===== src/verilog/drs_regs.svh =====
// Register offsets, reset values, codes and timing constants.
`ifndef DRS_REGS_SVH
`define DRS_REGS_SVH

`define DRS_OFS_TERM0    8'h00
`define DRS_OFS_TERM1    8'h04
`define DRS_OFS_TERM2    8'h08
`define DRS_OFS_SENS     8'h0C
`define DRS_OFS_FWD      8'h10
`define DRS_OFS_REV      8'h14
`define DRS_OFS_START    8'h18
`define DRS_OFS_OC_LVL   8'h1C
`define DRS_OFS_OC_DLY   8'h20
`define DRS_OFS_ZC_LVL   8'h24
`define DRS_OFS_ZC_TIME  8'h28
`define DRS_OFS_STATUS   8'h2C
`define DRS_OFS_TERMS    8'h30

`define DRS_RST_TERM0    8'h00
`define DRS_RST_TERM1    8'h04
`define DRS_RST_TERM2    8'h63
`define DRS_RST_SENS     7'h0A
`define DRS_MAX_SENS     7'h64
`define DRS_RST_FWD      16'h0258
`define DRS_MAX_FREQ     16'h9C40
`define DRS_REV_SAME     16'h270F
`define DRS_RST_START    16'h0032
`define DRS_RST_OC_LVL   16'h05DC
`define DRS_MAX_LVL      16'h07D0
`define DRS_RST_OC_DLY   16'h0000
`define DRS_MAX_OC_DLY   16'h2710
`define DRS_RST_ZC_LVL   16'h0032
`define DRS_RST_ZC_TIME  16'h01F4
`define DRS_MAX_ZC_TIME  16'h03E8

`define DRS_FN_RUN       7'h00
`define DRS_FN_SU        7'h01
`define DRS_FN_FU        7'h04
`define DRS_FN_RY        7'h0B
`define DRS_FN_OC        7'h0C
`define DRS_FN_ZC        7'h0D
`define DRS_FN_IFLT      7'h5B
`define DRS_FN_FLT       7'h63
`define DRS_NEG_BASE     8'h64
`define DRS_CODE_MAX     8'hC7

`define DRS_PCT_FULL     23'h000064
`define DRS_CLK_PERIOD_NS 32'h00000014
`define DRS_MS_NS        32'h000F4240
`define DRS_ZC_HOLD_MS   16'h0064

`endif


===== src/verilog/drs_pkg.sv =====
// Types shared by the drive status output block.
package drs_pkg;

  typedef struct packed {
    logic zero_current_indication;
    logic overcurrent_indication;
    logic frequency_threshold;
    logic up_to_frequency;
    logic internal_fault_indication;
    logic fault_indication;
    logic drive_ready;
    logic running;
  } drs_ind_t;

  typedef struct packed {
    logic able_to_operate;
    logic operating;
    logic reverse;
    logic dc_brake;
    logic coasting;
    logic power_fail;
    logic restarting;
    logic fault_trip;
    logic output_shutoff_input;
  } drs_state_t;

  typedef struct packed {
    logic brake_transistor;
    logic output_earth_fault;
    logic output_phase_loss;
    logic param_storage;
    logic internal_board;
    logic processor;
    logic inrush_limiter;
  } drs_int_fault_t;

endpackage : drs_pkg


===== src/verilog/drs_status_out.sv =====
// Drive status indications and output terminal routing.
//
// Operation
// - One function may drive several terminals at once.
// - Codes 0..99 conduct while active; codes 100..199 invert.
// - Ready is on whenever the drive can operate, also while running, but off while coasting on power failure.
// - Running is on at or above starting frequency, off stopped or braking.
// - Ready is code 11 or 111; running is code 0 or 100.
// - Trip or shutoff clears both; restart sets both; coasting clears run.
// - After reset terminal 0 carries positive running.
// - Fault follows trips, default on relay, code 99 or 199.
// - Internal fault from seven circuit faults, code 91 or 191.
// - Earth fault shown as acceleration overcurrent still sets internal fault.
// - Up-to-frequency inside a percent band of set frequency, default 10.
// - Up-to-frequency is code 1 or 101.
// - Threshold on at or above forward detect frequency, default 6 Hz.
// - Reverse uses its own detect frequency; 9999 means use forward.
// - After reset terminal 1 carries threshold; code 4 or 104.
// - Up-to-frequency and threshold are off during DC braking.
// - Frequencies compare on output frequency before slip compensation.
// - Overcurrent level in percent of rated, 0..200, default 150.
// - Overcurrent after level exceeded for the delay, 0..10 s.
// - Zero current after below level for the time, default 0.5 s.
// - Zero current indication holds about 100 ms once on.
// - Current detection only while the drive is operating.
// - Overcurrent is code 12 or 112.
// - Zero current is code 13 or 113.
`timescale 1ns/10ps
`include "drs_regs.svh"

module drs_status_out #(
  parameter int unsigned MS_TICK_CYCLES = `DRS_MS_NS / `DRS_CLK_PERIOD_NS
) (
  input  wire logic                  ref_clk_in,
  input  wire logic                  reset_n_in,
  input  wire logic                  clk_en_in,
  input  wire logic [7:0]            addr_in,
  input  wire logic [31:0]           wdata_in,
  input  wire logic                  wr_in,
  input  wire logic                  rd_in,
  output logic      [31:0]           rdata_out,
  input  wire drs_pkg::drs_state_t     state_in,
  input  wire drs_pkg::drs_int_fault_t int_fault_in,
  input  wire logic [15:0]           out_freq_in,
  input  wire logic [15:0]           set_freq_in,
  input  wire logic [15:0]           out_current_in,
  output drs_pkg::drs_ind_t          ind_out,
  output logic      [2:0]            terminal_out
);

  // ****************************************************************
  // Registers
  // ****************************************************************
  logic [7:0]         code_q [3];
  logic [6:0]         sens_q;
  logic [15:0]        fwd_q;
  logic [15:0]        rev_q;
  logic [15:0]        start_q;
  logic [15:0]        oc_lvl_q;
  logic [15:0]        oc_dly_q;
  logic [15:0]        zc_lvl_q;
  logic [15:0]        zc_time_q;
  logic [31:0]        rdata_q;
  drs_pkg::drs_ind_t  ind_q;
  logic [2:0]         term_q;
  logic [15:0]        tick_cnt_q;
  logic               ms_tick;
  logic [15:0]        oc_ms_q;
  logic [15:0]        zc_ms_q;
  logic [15:0]        zc_hold_q;
  logic               oc_ind_q;
  logic               zc_ind_q;

  // ****************************************************************
  // Write clamping helpers
  // ****************************************************************
  function automatic logic [15:0] clamp16(input logic [31:0] v,
                                          input logic [15:0] mx);
    if (v > {16'h0000, mx}) begin
      clamp16 = mx;
    end else begin
      clamp16 = v[15:0];
    end
  endfunction : clamp16

  function automatic logic [15:0] rev_val(input logic [31:0] v);
    if (v[15:0] == `DRS_REV_SAME && v[31:16] == 16'h0000) begin
      rev_val = `DRS_REV_SAME;
    end else begin
      rev_val = clamp16(v, `DRS_MAX_FREQ);
    end
  endfunction : rev_val

  // ****************************************************************
  // Register writes
  // ****************************************************************
  always_ff @(posedge ref_clk_in) begin
    if (!reset_n_in) begin
      code_q[0] <= `DRS_RST_TERM0;
      code_q[1] <= `DRS_RST_TERM1;
      code_q[2] <= `DRS_RST_TERM2;
    end else if (clk_en_in && wr_in) begin
      if (addr_in == `DRS_OFS_TERM0) begin
        code_q[0] <= wdata_in[7:0];
      end
      if (addr_in == `DRS_OFS_TERM1) begin
        code_q[1] <= wdata_in[7:0];
      end
      if (addr_in == `DRS_OFS_TERM2) begin
        code_q[2] <= wdata_in[7:0];
      end
    end
  end

  always_ff @(posedge ref_clk_in) begin
    if (!reset_n_in) begin
      sens_q <= `DRS_RST_SENS;
      fwd_q  <= `DRS_RST_FWD;
      rev_q  <= `DRS_REV_SAME;
      start_q <= `DRS_RST_START;
    end else if (clk_en_in && wr_in) begin
      if (addr_in == `DRS_OFS_SENS) begin
        sens_q <= 7'(clamp16(wdata_in, {9'h000, `DRS_MAX_SENS}));
      end
      if (addr_in == `DRS_OFS_FWD) begin
        fwd_q <= clamp16(wdata_in, `DRS_MAX_FREQ);
      end
      if (addr_in == `DRS_OFS_REV) begin
        rev_q <= rev_val(wdata_in);
      end
      if (addr_in == `DRS_OFS_START) begin
        start_q <= clamp16(wdata_in, `DRS_MAX_FREQ);
      end
    end
  end

  always_ff @(posedge ref_clk_in) begin
    if (!reset_n_in) begin
      oc_lvl_q  <= `DRS_RST_OC_LVL;
      oc_dly_q  <= `DRS_RST_OC_DLY;
      zc_lvl_q  <= `DRS_RST_ZC_LVL;
      zc_time_q <= `DRS_RST_ZC_TIME;
    end else if (clk_en_in && wr_in) begin
      if (addr_in == `DRS_OFS_OC_LVL) begin
        oc_lvl_q <= clamp16(wdata_in, `DRS_MAX_LVL);
      end
      if (addr_in == `DRS_OFS_OC_DLY) begin
        oc_dly_q <= clamp16(wdata_in, `DRS_MAX_OC_DLY);
      end
      if (addr_in == `DRS_OFS_ZC_LVL) begin
        zc_lvl_q <= clamp16(wdata_in, `DRS_MAX_LVL);
      end
      if (addr_in == `DRS_OFS_ZC_TIME) begin
        zc_time_q <= clamp16(wdata_in, `DRS_MAX_ZC_TIME);
      end
    end
  end

  // ****************************************************************
  // Register reads
  // ****************************************************************
  always_ff @(posedge ref_clk_in) begin
    if (!reset_n_in) begin
      rdata_q <= 32'h00000000;
    end else if (clk_en_in) begin
      rdata_q <= 32'h00000000;
      if (rd_in) begin
        unique case (addr_in)
          `DRS_OFS_TERM0:   rdata_q[7:0]  <= code_q[0];
          `DRS_OFS_TERM1:   rdata_q[7:0]  <= code_q[1];
          `DRS_OFS_TERM2:   rdata_q[7:0]  <= code_q[2];
          `DRS_OFS_SENS:    rdata_q[6:0]  <= sens_q;
          `DRS_OFS_FWD:     rdata_q[15:0] <= fwd_q;
          `DRS_OFS_REV:     rdata_q[15:0] <= rev_q;
          `DRS_OFS_START:   rdata_q[15:0] <= start_q;
          `DRS_OFS_OC_LVL:  rdata_q[15:0] <= oc_lvl_q;
          `DRS_OFS_OC_DLY:  rdata_q[15:0] <= oc_dly_q;
          `DRS_OFS_ZC_LVL:  rdata_q[15:0] <= zc_lvl_q;
          `DRS_OFS_ZC_TIME: rdata_q[15:0] <= zc_time_q;
          `DRS_OFS_STATUS:  rdata_q[7:0]  <= ind_q;
          `DRS_OFS_TERMS:   rdata_q[2:0]  <= term_q;
          default:          rdata_q       <= 32'h00000000;
        endcase
      end
    end
  end

  assign rdata_out = rdata_q;

  // ****************************************************************
  // Drive state indications
  // ****************************************************************
  logic               at_start_freq;
  logic               blocked;
  logic               ready_d;
  logic               run_d;
  logic               int_fault_d;

  assign at_start_freq = out_freq_in >= start_q;
  assign blocked = state_in.fault_trip ||
                   state_in.output_shutoff_input;

  always_comb begin
    ready_d = state_in.able_to_operate;
    if (state_in.coasting && state_in.power_fail) begin
      ready_d = 1'b0;
    end
    if (state_in.restarting) begin
      ready_d = 1'b1;
    end
    if (blocked) begin
      ready_d = 1'b0;
    end
  end

  always_comb begin
    run_d = at_start_freq && !state_in.coasting;
    if (state_in.restarting) begin
      run_d = 1'b1;
    end
    if (blocked || state_in.dc_brake) begin
      run_d = 1'b0;
    end
  end

  // An earth fault may surface as an acceleration overcurrent trip; the
  // earth fault flag itself is what raises the indication.
  assign int_fault_d = int_fault_in.brake_transistor ||
                       int_fault_in.output_earth_fault ||
                       int_fault_in.output_phase_loss ||
                       int_fault_in.param_storage ||
                       int_fault_in.internal_board ||
                       int_fault_in.processor ||
                       int_fault_in.inrush_limiter;

  // ****************************************************************
  // Frequency indications
  // ****************************************************************
  logic [22:0]        band_prod;
  logic [22:0]        band;
  logic [15:0]        freq_diff;
  logic [15:0]        detect_freq;
  logic               su_d;
  logic               fu_d;

  // Output frequency arrives before slip compensation is added.
  assign band_prod = set_freq_in * {9'h000, sens_q};
  assign band = band_prod / `DRS_PCT_FULL;
  assign freq_diff = (out_freq_in >= set_freq_in) ?
                     (out_freq_in - set_freq_in) :
                     (set_freq_in - out_freq_in);
  assign detect_freq = (state_in.reverse && rev_q != `DRS_REV_SAME) ?
                       rev_q : fwd_q;
  assign su_d = ({7'h00, freq_diff} <= band) &&
                !state_in.dc_brake;
  assign fu_d = (out_freq_in >= detect_freq) &&
                !state_in.dc_brake;

  // ****************************************************************
  // Millisecond tick
  // ****************************************************************
  always_ff @(posedge ref_clk_in) begin
    if (!reset_n_in) begin
      tick_cnt_q <= 16'h0000;
    end else if (clk_en_in) begin
      if (ms_tick) begin
        tick_cnt_q <= 16'h0000;
      end else begin
        tick_cnt_q <= tick_cnt_q + 16'h0001;
      end
    end
  end

  assign ms_tick = tick_cnt_q == 16'(MS_TICK_CYCLES - 1);

  // ****************************************************************
  // Overcurrent detection
  // ****************************************************************
  logic               oc_qual;

  assign oc_qual = state_in.operating &&
                   (out_current_in > oc_lvl_q);

  always_ff @(posedge ref_clk_in) begin
    if (!reset_n_in) begin
      oc_ms_q  <= 16'h0000;
      oc_ind_q <= 1'b0;
    end else if (clk_en_in) begin
      if (!oc_qual) begin
        oc_ms_q  <= 16'h0000;
        oc_ind_q <= 1'b0;
      end else if (oc_ms_q >= oc_dly_q) begin
        oc_ind_q <= 1'b1;
      end else if (ms_tick) begin
        oc_ms_q <= oc_ms_q + 16'h0001;
      end
    end
  end

  // ****************************************************************
  // Zero current detection
  // ****************************************************************
  logic               zc_qual;
  logic               zc_hold_done;

  // A zero level of zero disables the detection.
  assign zc_qual = state_in.operating &&
                   (zc_lvl_q != 16'h0000) &&
                   (out_current_in < zc_lvl_q);
  assign zc_hold_done = zc_hold_q >= `DRS_ZC_HOLD_MS;

  always_ff @(posedge ref_clk_in) begin
    if (!reset_n_in) begin
      zc_ms_q <= 16'h0000;
    end else if (clk_en_in) begin
      if (!zc_qual) begin
        zc_ms_q <= 16'h0000;
      end else if (ms_tick && zc_ms_q < zc_time_q) begin
        zc_ms_q <= zc_ms_q + 16'h0001;
      end
    end
  end

  always_ff @(posedge ref_clk_in) begin
    if (!reset_n_in) begin
      zc_ind_q  <= 1'b0;
      zc_hold_q <= 16'h0000;
    end else if (clk_en_in) begin
      if (!zc_ind_q) begin
        zc_hold_q <= 16'h0000;
        if (zc_qual && zc_ms_q >= zc_time_q) begin
          zc_ind_q <= 1'b1;
        end
      end else begin
        if (ms_tick && !zc_hold_done) begin
          zc_hold_q <= zc_hold_q + 16'h0001;
        end
        if (zc_hold_done && !(zc_qual && zc_ms_q >= zc_time_q)) begin
          zc_ind_q <= 1'b0;
        end
      end
    end
  end

  // ****************************************************************
  // Indication register
  // ****************************************************************
  always_ff @(posedge ref_clk_in) begin
    if (!reset_n_in) begin
      ind_q <= '0;
    end else if (clk_en_in) begin
      ind_q.running                   <= run_d;
      ind_q.drive_ready               <= ready_d;
      ind_q.fault_indication          <= state_in.fault_trip;
      ind_q.internal_fault_indication <= int_fault_d;
      ind_q.up_to_frequency           <= su_d;
      ind_q.frequency_threshold       <= fu_d;
      ind_q.overcurrent_indication    <= oc_ind_q;
      ind_q.zero_current_indication   <= zc_ind_q;
    end
  end

  assign ind_out = ind_q;

  // ****************************************************************
  // Terminal routing
  // ****************************************************************
  function automatic logic pick(input logic [6:0] fn,
                                input drs_pkg::drs_ind_t ind);
    case (fn)
      `DRS_FN_RUN:  pick = ind.running;
      `DRS_FN_SU:   pick = ind.up_to_frequency;
      `DRS_FN_FU:   pick = ind.frequency_threshold;
      `DRS_FN_RY:   pick = ind.drive_ready;
      `DRS_FN_OC:   pick = ind.overcurrent_indication;
      `DRS_FN_ZC:   pick = ind.zero_current_indication;
      `DRS_FN_IFLT: pick = ind.internal_fault_indication;
      `DRS_FN_FLT:  pick = ind.fault_indication;
      default:      pick = 1'b0;
    endcase
  endfunction : pick

  // Unassigned codes below 100 leave the terminal off, inverted ones (100..199) turn it on; codes above 199 are off.
  function automatic logic route(input logic [7:0] code,
                                 input drs_pkg::drs_ind_t ind);
    logic [7:0] neg;
    neg = code - `DRS_NEG_BASE;
    if (code < `DRS_NEG_BASE) begin
      route = pick(code[6:0], ind);
    end else if (code <= `DRS_CODE_MAX) begin
      route = !pick(neg[6:0], ind);
    end else begin
      route = 1'b0;
    end
  endfunction : route

  // Every terminal decodes its own code, so codes may repeat.
  for (genvar g = 0; g < 3; g++) begin : g_term
    always_ff @(posedge ref_clk_in) begin
      if (!reset_n_in) begin
        term_q[g] <= 1'b0;
      end else if (clk_en_in) begin
        term_q[g] <= route(code_q[g], ind_q);
      end
    end
  end

  assign terminal_out = term_q;

endmodule : drs_status_out


===== config.mk =====
export PLATFORM = sky130hd
export DESIGN_NAME = drs_status_out
export DESIGN_NICKNAME = d
export VERILOG_FILES = /design/src/verilog/drs_pkg.sv /design/src/verilog/drs_status_out.sv
export VERILOG_INCLUDE_DIRS = /design/src /design/src/verilog
export SDC_FILE = /design/constraint.sdc
export NUM_CORES = 1
export LEC_CHECK = 0
export BUFFER_PORTS_ARGS = -buffer_cell sky130_fd_sc_hd__buf_2
export CAP_MARGIN = 20
export CORE_MARGIN = 2
export CORE_UTILIZATION = 39
export CTS_CLUSTER_DIAMETER = 200
export CTS_CLUSTER_SIZE = 14
export DETAILED_ROUTE_END_ITERATION = 6
export SYNTH_ARGS = -nofsm -noshare
export SYNTH_HDL_FRONTEND = slang
export SYNTH_SLANG_ARGS = --single-unit

===== constraint.sdc =====
create_clock -name ref_clk_in -period 34 [get_ports ref_clk_in]
set_input_delay 3.4 -clock ref_clk_in [delete_from_list [all_inputs] [get_ports ref_clk_in]]
set_output_delay 3.4 -clock ref_clk_in [all_outputs]
set_load 0.02 [all_outputs]

# ---- Word level (Yosys, flattened, before mapping)
# Memories as Yosys holds them, arrays and structs flattened.
# Cells that the tools add are included.
dict set report totals {
  mem_count 1
  reg_bits 228
  mem_bits_rw 24
  out_inout_bits 43
}
dict set report classes {
  addsub 9
  reduce_logical 50
  order_cmp 21
  n_eq_ne 62
  mux 71
  div_mod_pow 1
  n_bitwise 3
  mul 1
}
# memory words width read_ports rd_clocked_by_memory_dff wr line_no
set mem_list {}
lappend mem_list {code_q 3 8 3 0 3 drs_status_out.sv:54} ;# logic [7:0] code_q [3];
# operator count
set ops {}
lappend ops {{16-bit 2-to-1 mux} 16}
lappend ops {{7-bit by 4-bit == test with 1-bit output (second input constant)} 18}
lappend ops {{7-bit == test (second input constant)} 12}
lappend ops {{16-bit >= comparator} 5}
lappend ops {{16-bit by 1-bit adder with 16-bit output (second input constant)} 4}
lappend ops {{8-bit one-hot mux with 7 select lines} 1}
lappend ops {{1-bit one-hot mux with 8 select lines} 6}
lappend ops {{4-bit one-hot mux with 12 select lines} 1}
lappend ops {{7-bit by 1-bit == test with 1-bit output (second input constant)} 6}
lappend ops {{7-bit by 3-bit == test with 1-bit output (second input constant)} 6}
lappend ops {{7-bit zero test} 6}
lappend ops {{1-bit 2-to-1 mux} 41}
lappend ops {{8-bit by 6-bit == test with 1-bit output (second input constant)} 5}
lappend ops {{3-bit one-hot mux with 13 select lines} 1}
lappend ops {{8-bit by 5-bit == test with 1-bit output (second input constant)} 4}
lappend ops {{32-bit by 10-bit greater-than comparator with 1-bit output (second input constant)} 1}
lappend ops {{32-bit by 11-bit greater-than comparator with 1-bit output (second input constant)} 1}
lappend ops {{32-bit by 14-bit greater-than comparator with 1-bit output (second input constant)} 1}
lappend ops {{32-bit by 16-bit greater-than comparator with 1-bit output (second input constant)} 1}
lappend ops {{32-bit by 7-bit greater-than comparator with 1-bit output (second input constant)} 1}
lappend ops {{16-bit less-than comparator} 2}
lappend ops {{16-bit subtractor} 2}
lappend ops {{8-bit less-or-equal comparator (second input constant)} 3}
lappend ops {{8-bit by 7-bit less-than comparator with 1-bit output (second input constant)} 3}
lappend ops {{25 further kinds} 71}

# ---- Logic depth before layout (Yosys ltp)
# An unclocked memory read counts as a cell.
dict set report depth {
  depth_word 11
  depth_mapped 79
}

# ---- Least setup slack after synthesis
# OpenSTA, ideal clock, no wires.
dict set report synth_timing {
  path_kind {input -> register}
  startpoint {in set_freq_in[13]}
  endpoint {reg ind_q, in the netlist ind_out[4]}
  t_arrival_ns 17.504
  required_time_ns 33.935
  path_stages 72
  setup_slack_ns 16.430
  path_cell_list {clkbuf_1 -> nand2_1 -> fa_1 -> inv_1 -> fa_1 -> fa_1 -> inv_1 -> fa_1 -> inv_1 -> ha_1 -> buf_4 -> nand4_1 -> or3_1 -> o221ai_1 -> xnor2_1 -> buf_2 -> nand3_1 -> and4_1 -> [... 36 more ...] -> nor2b_1 -> o21ai_0 -> nand2b_1 -> a21oi_1 -> nor2b_1 -> o21ai_0 -> nand2b_1 -> a21oi_1 -> o21ai_0 -> a21oi_1 -> nor2b_1 -> o21ai_0 -> nand2b_1 -> a21oi_1 -> a311oi_1 -> nor3_1 -> a21oi_1 -> nor2b_1}
}
dict set report synth_between {
  elab_chain_len 4
}
# item line_no
set synth_rtl {}
lappend synth_rtl {{start, declared} drs_status_out.sv:45} ;# input wire logic [15:0] set_freq_in,
lappend synth_rtl {{16-bit by 7-bit multiplier with 23-bit output, or another cell as far along} drs_status_out.sv:247} ;# assign band_prod = set_freq_in * {9'h000, sens_q};
lappend synth_rtl {{23-bit by 7-bit divider with 23-bit output (no source line) or 16-bit 2-to-1 mux (tied branches)} -}
lappend synth_rtl {{16-bit by 23-bit less-or-equal comparator with 1-bit output *} drs_status_out.sv:254} ;# assign su_d = ({7'h00, freq_diff} <= band) &&
lappend synth_rtl {{1-bit logical AND *} drs_status_out.sv:254}
lappend synth_rtl {{end, declared} drs_status_out.sv:64} ;# drs_pkg::drs_ind_t ind_q;
# Mark *: on every way between the ends. The rest lies on a longest branch, timed or not.
# A chain may end at the register's enable or synchronous reset.

# ---- Worst setup path after layout
dict set report layout_timing {
  startpoint {in set_freq_in[3]}
  endpoint {reg ind_q, in the netlist ind_out[4]}
}
# The elaborated chain is that of the path after synthesis.

==> impl_results.md <==
* Status: finished, final reports clean
* Layout overhead on the synthesized area at 7.73%
* Initial antenna violation count at 6
* Postcts setup bufs at 0
* Largest net degree at the start of global routing at between 100 and 150
* DR WL/cell at slightly above 20 µm
* Die area at roughly 0.060 mm²
* Core ar. at between 0.05 and 0.06 mm²
* Fill count at around 5800
* Dpl cells at roughly 3600
* Synthesized area at approximately 0.023 mm²
* H-Tree Level Count at 1
* Area after DPL at ~0.024 mm²
* TNS Setup at 0 ns
* Nets at approximately 3200
* Wire length of the first global-routing pass at ~120000 µm
* Syn avg cell area at about 8 µm²
* Final Cell Area at between 0.02 and 0.025 mm²
* Period utilization at between 60% and 70%
* CTS tree: built
* Drt first pass iters at 6
* Final Skew at approximately 0.017 ns
* Fmax at around 50 MHz
* Synth warn at 0
* Startpoint Class: primary input
* Crit-path slowest cell: xnor2_1
* Die H at 244 µm
* Synth Register Bits at 236
* Chip width at about 240 µm
* Critical path data arrival time at between 20 and 25 ns
* Num CTS Buffers at 20
* Worst-path clk slew at 0.08 ns
* Synth top area share at a little under a fifth
* Post-Syn Instances at around 2800
* Worst-Margin Slew at approximately 1.1 ns
* CTS max path bufs at 3
* Final setup violation count at 0
* Hold Crit Class: register to register
* Vias per std cell at 5.97
* Worst Path Max Fanout at 14
* Hold_buf cts at 0
* Via count at ~22000
* Multi-input combinational cell area at between 0.015 and 0.02 mm²
* Synth async-reset ratio at 0%
* Register area at 0.00496 mm²
* Grt total ovfl at 0
* I/O pin count at roughly 150
* Max incr delay on CP at about 0.87 ns
* Crit end category: register
* HPWL Detailed at 58500 µm
* Top cell by count, worst path: a21oi_1
* Share of layout cells above drive strength 1 at a little under 9%
* Drc violations at 0
* DRT iter0 DRCs at 2370
* Worst EP required at around 34 ns
* Synth top area cells: dfxtp_1 (19%), ha_1 (10%), fa_1 (6.3%), nand2_1 (4.4%), a21oi_1 (3.9%)
* Dominant cell type by area after synthesis: dfxtp_1
* Fin cells at 3643
* Number of port buffers at 135
* Min cycle time layout at 20.41 ns
* Vias in the first global route at approximately 21000
* Clk Latency, worst-skew pair at slightly above 0.5 ns
* Post-synth EDFFs at 24
* GRT Total Usage at 24.4%
* Clock sinks at 236
* DRT antenna net count at 0
* Initial Util at between 30% and 40%
* Row cnt at ~90
* Kind of critical path: primary input to register
* Max transition margin at roughly 27%
* RSZ-0062 raised after global routing: no
* Resize count post-CTS at 0
* MaxCap Viol Count at 0
* Root Buffer: clkbuf_16
* Routed wire length at between 70000 and 80000 µm
* Slew Limit Fails at 0
* Top_reg_cell synth: dfxtp_1
* Final hold vios at 0
* Synth cell types at 120
* Register area share after synthesis at 22.0%
* Placer Congestion at between 0.9 and 1
per-stage QoR:
stage / utilization (%) / hold slack, ns / setup slack (ns)
2_1_floorplan: - / 0.438 / 16.43
3_3_place_gp: 41.3 / 0.450 / 13.63
3_5_place_dp: 41.3 / 0.466 / 13.38
4_1_cts: 42.3 / 0.481 / 13.83
5_1_grt: 42.3 / 0.504 / 12.29
6_report: 42.3 / 0.472 / 13.59
cells by family after synthesis:
logic type	Yosys count	synth area share, %
AOI/OAI and AO/OA	788	24.5
adders and majority gates	260	16.8
buffers and inverters	354	6.50
and+or+nand+nor	1039	23.9
other	1	0.0166
DFF	236	22.0
xor gates and xnor gates	95	3.81
muxes	51	2.36
metal layers:
layer | part of all wire, % | track usage (%)
met5 | 0.036 | 0
met4 | 3.6 | 8.55
met3 | 6.2 | 2.18
met2 | 47 | 41.6
met1 | 43 | 32.3
final cells by class:
cell class | count | share of cell area, %
Multi-Input combinational cell | 2249 | 66.6
Sequential cell | 236 | 20.5
Timing Repair Buffer | 155 | 3.42
Inverter | 210 | 3.25
Antenna cell | 3 | 0.0309
Clock buffer | 25 | 2.27
Tap cell | 765 | 3.94
sequential cells by signal (all words and copies together) (netlist names):
name	count
code_q	24
fwd_q	16
ind_out	8
oc_dly_q	16
oc_ind_q	1
oc_lvl_q	16
oc_ms_q	16
rdata_out	16
rev_q	16
sens_q	7
start_q	16
terminal_out	3
tick_cnt_q	16
zc_hold_q	16
zc_ind_q	1
zc_lvl_q	16
zc_ms_q	16
zc_time_q	16
worst max-delay path: cells and delay by family:
kind            cells  cell delay [ns]
fa+ha+maj           7             2.97
compound gates     32             7.34
xor+xnor            1             0.87
buf+inv             5             0.39
mux                 3             1.13
simple gates       21             4.74
synth_stat cells (55+ instances only):
cell type,n
and2_1,134
nor2_1,192
a21oi_1,177
inv_1,208
nand2_1,263
nor2b_1,80
a22oi_1,70
nand3_1,71
ha_1,188
fa_1,71
dfxtp_1,212
and3_1,55
o21ai_0,118
clkbuf_1,102
cells in the final DEF, fill, tap and decap left out, types with 32 or more instances in the layout:
cell      instances
nor3_1           44
o21ai_0         118
nor2_1          192
a21oi_1         176
xor2_1           51
a22oi_1          70
o211ai_1         38
fa_1             71
buf_2           134
and2_1          134
dfxtp_1         212
nand2_1         263
nor2b_1          80
nand3_1          71
nand2b_1         43
inv_1           208
mux2i_1          40
ha_1            188
and3_1           55
nand4_1          37
a21o_1           45
a31oi_1          48
xnor2_1          42
nor4_1           32
final timing paths:
path	start	to	slack, ns	cells past startpoint
setup / recovery	set_freq_in[3]	ind_out[4]	13.59	69
hold reg to reg	zc_hold_q[15]	zc_hold_q[15]	0.47	2
setup reg to reg	sens_q[6]	ind_out[4]	15.71	67
hold / removal	zc_hold_q[15]	zc_hold_q[15]	0.47	2
Power is left out: the tool's default activity adds up to more than one toggle a clock period on the data nets, which glitch-free logic cannot reach.
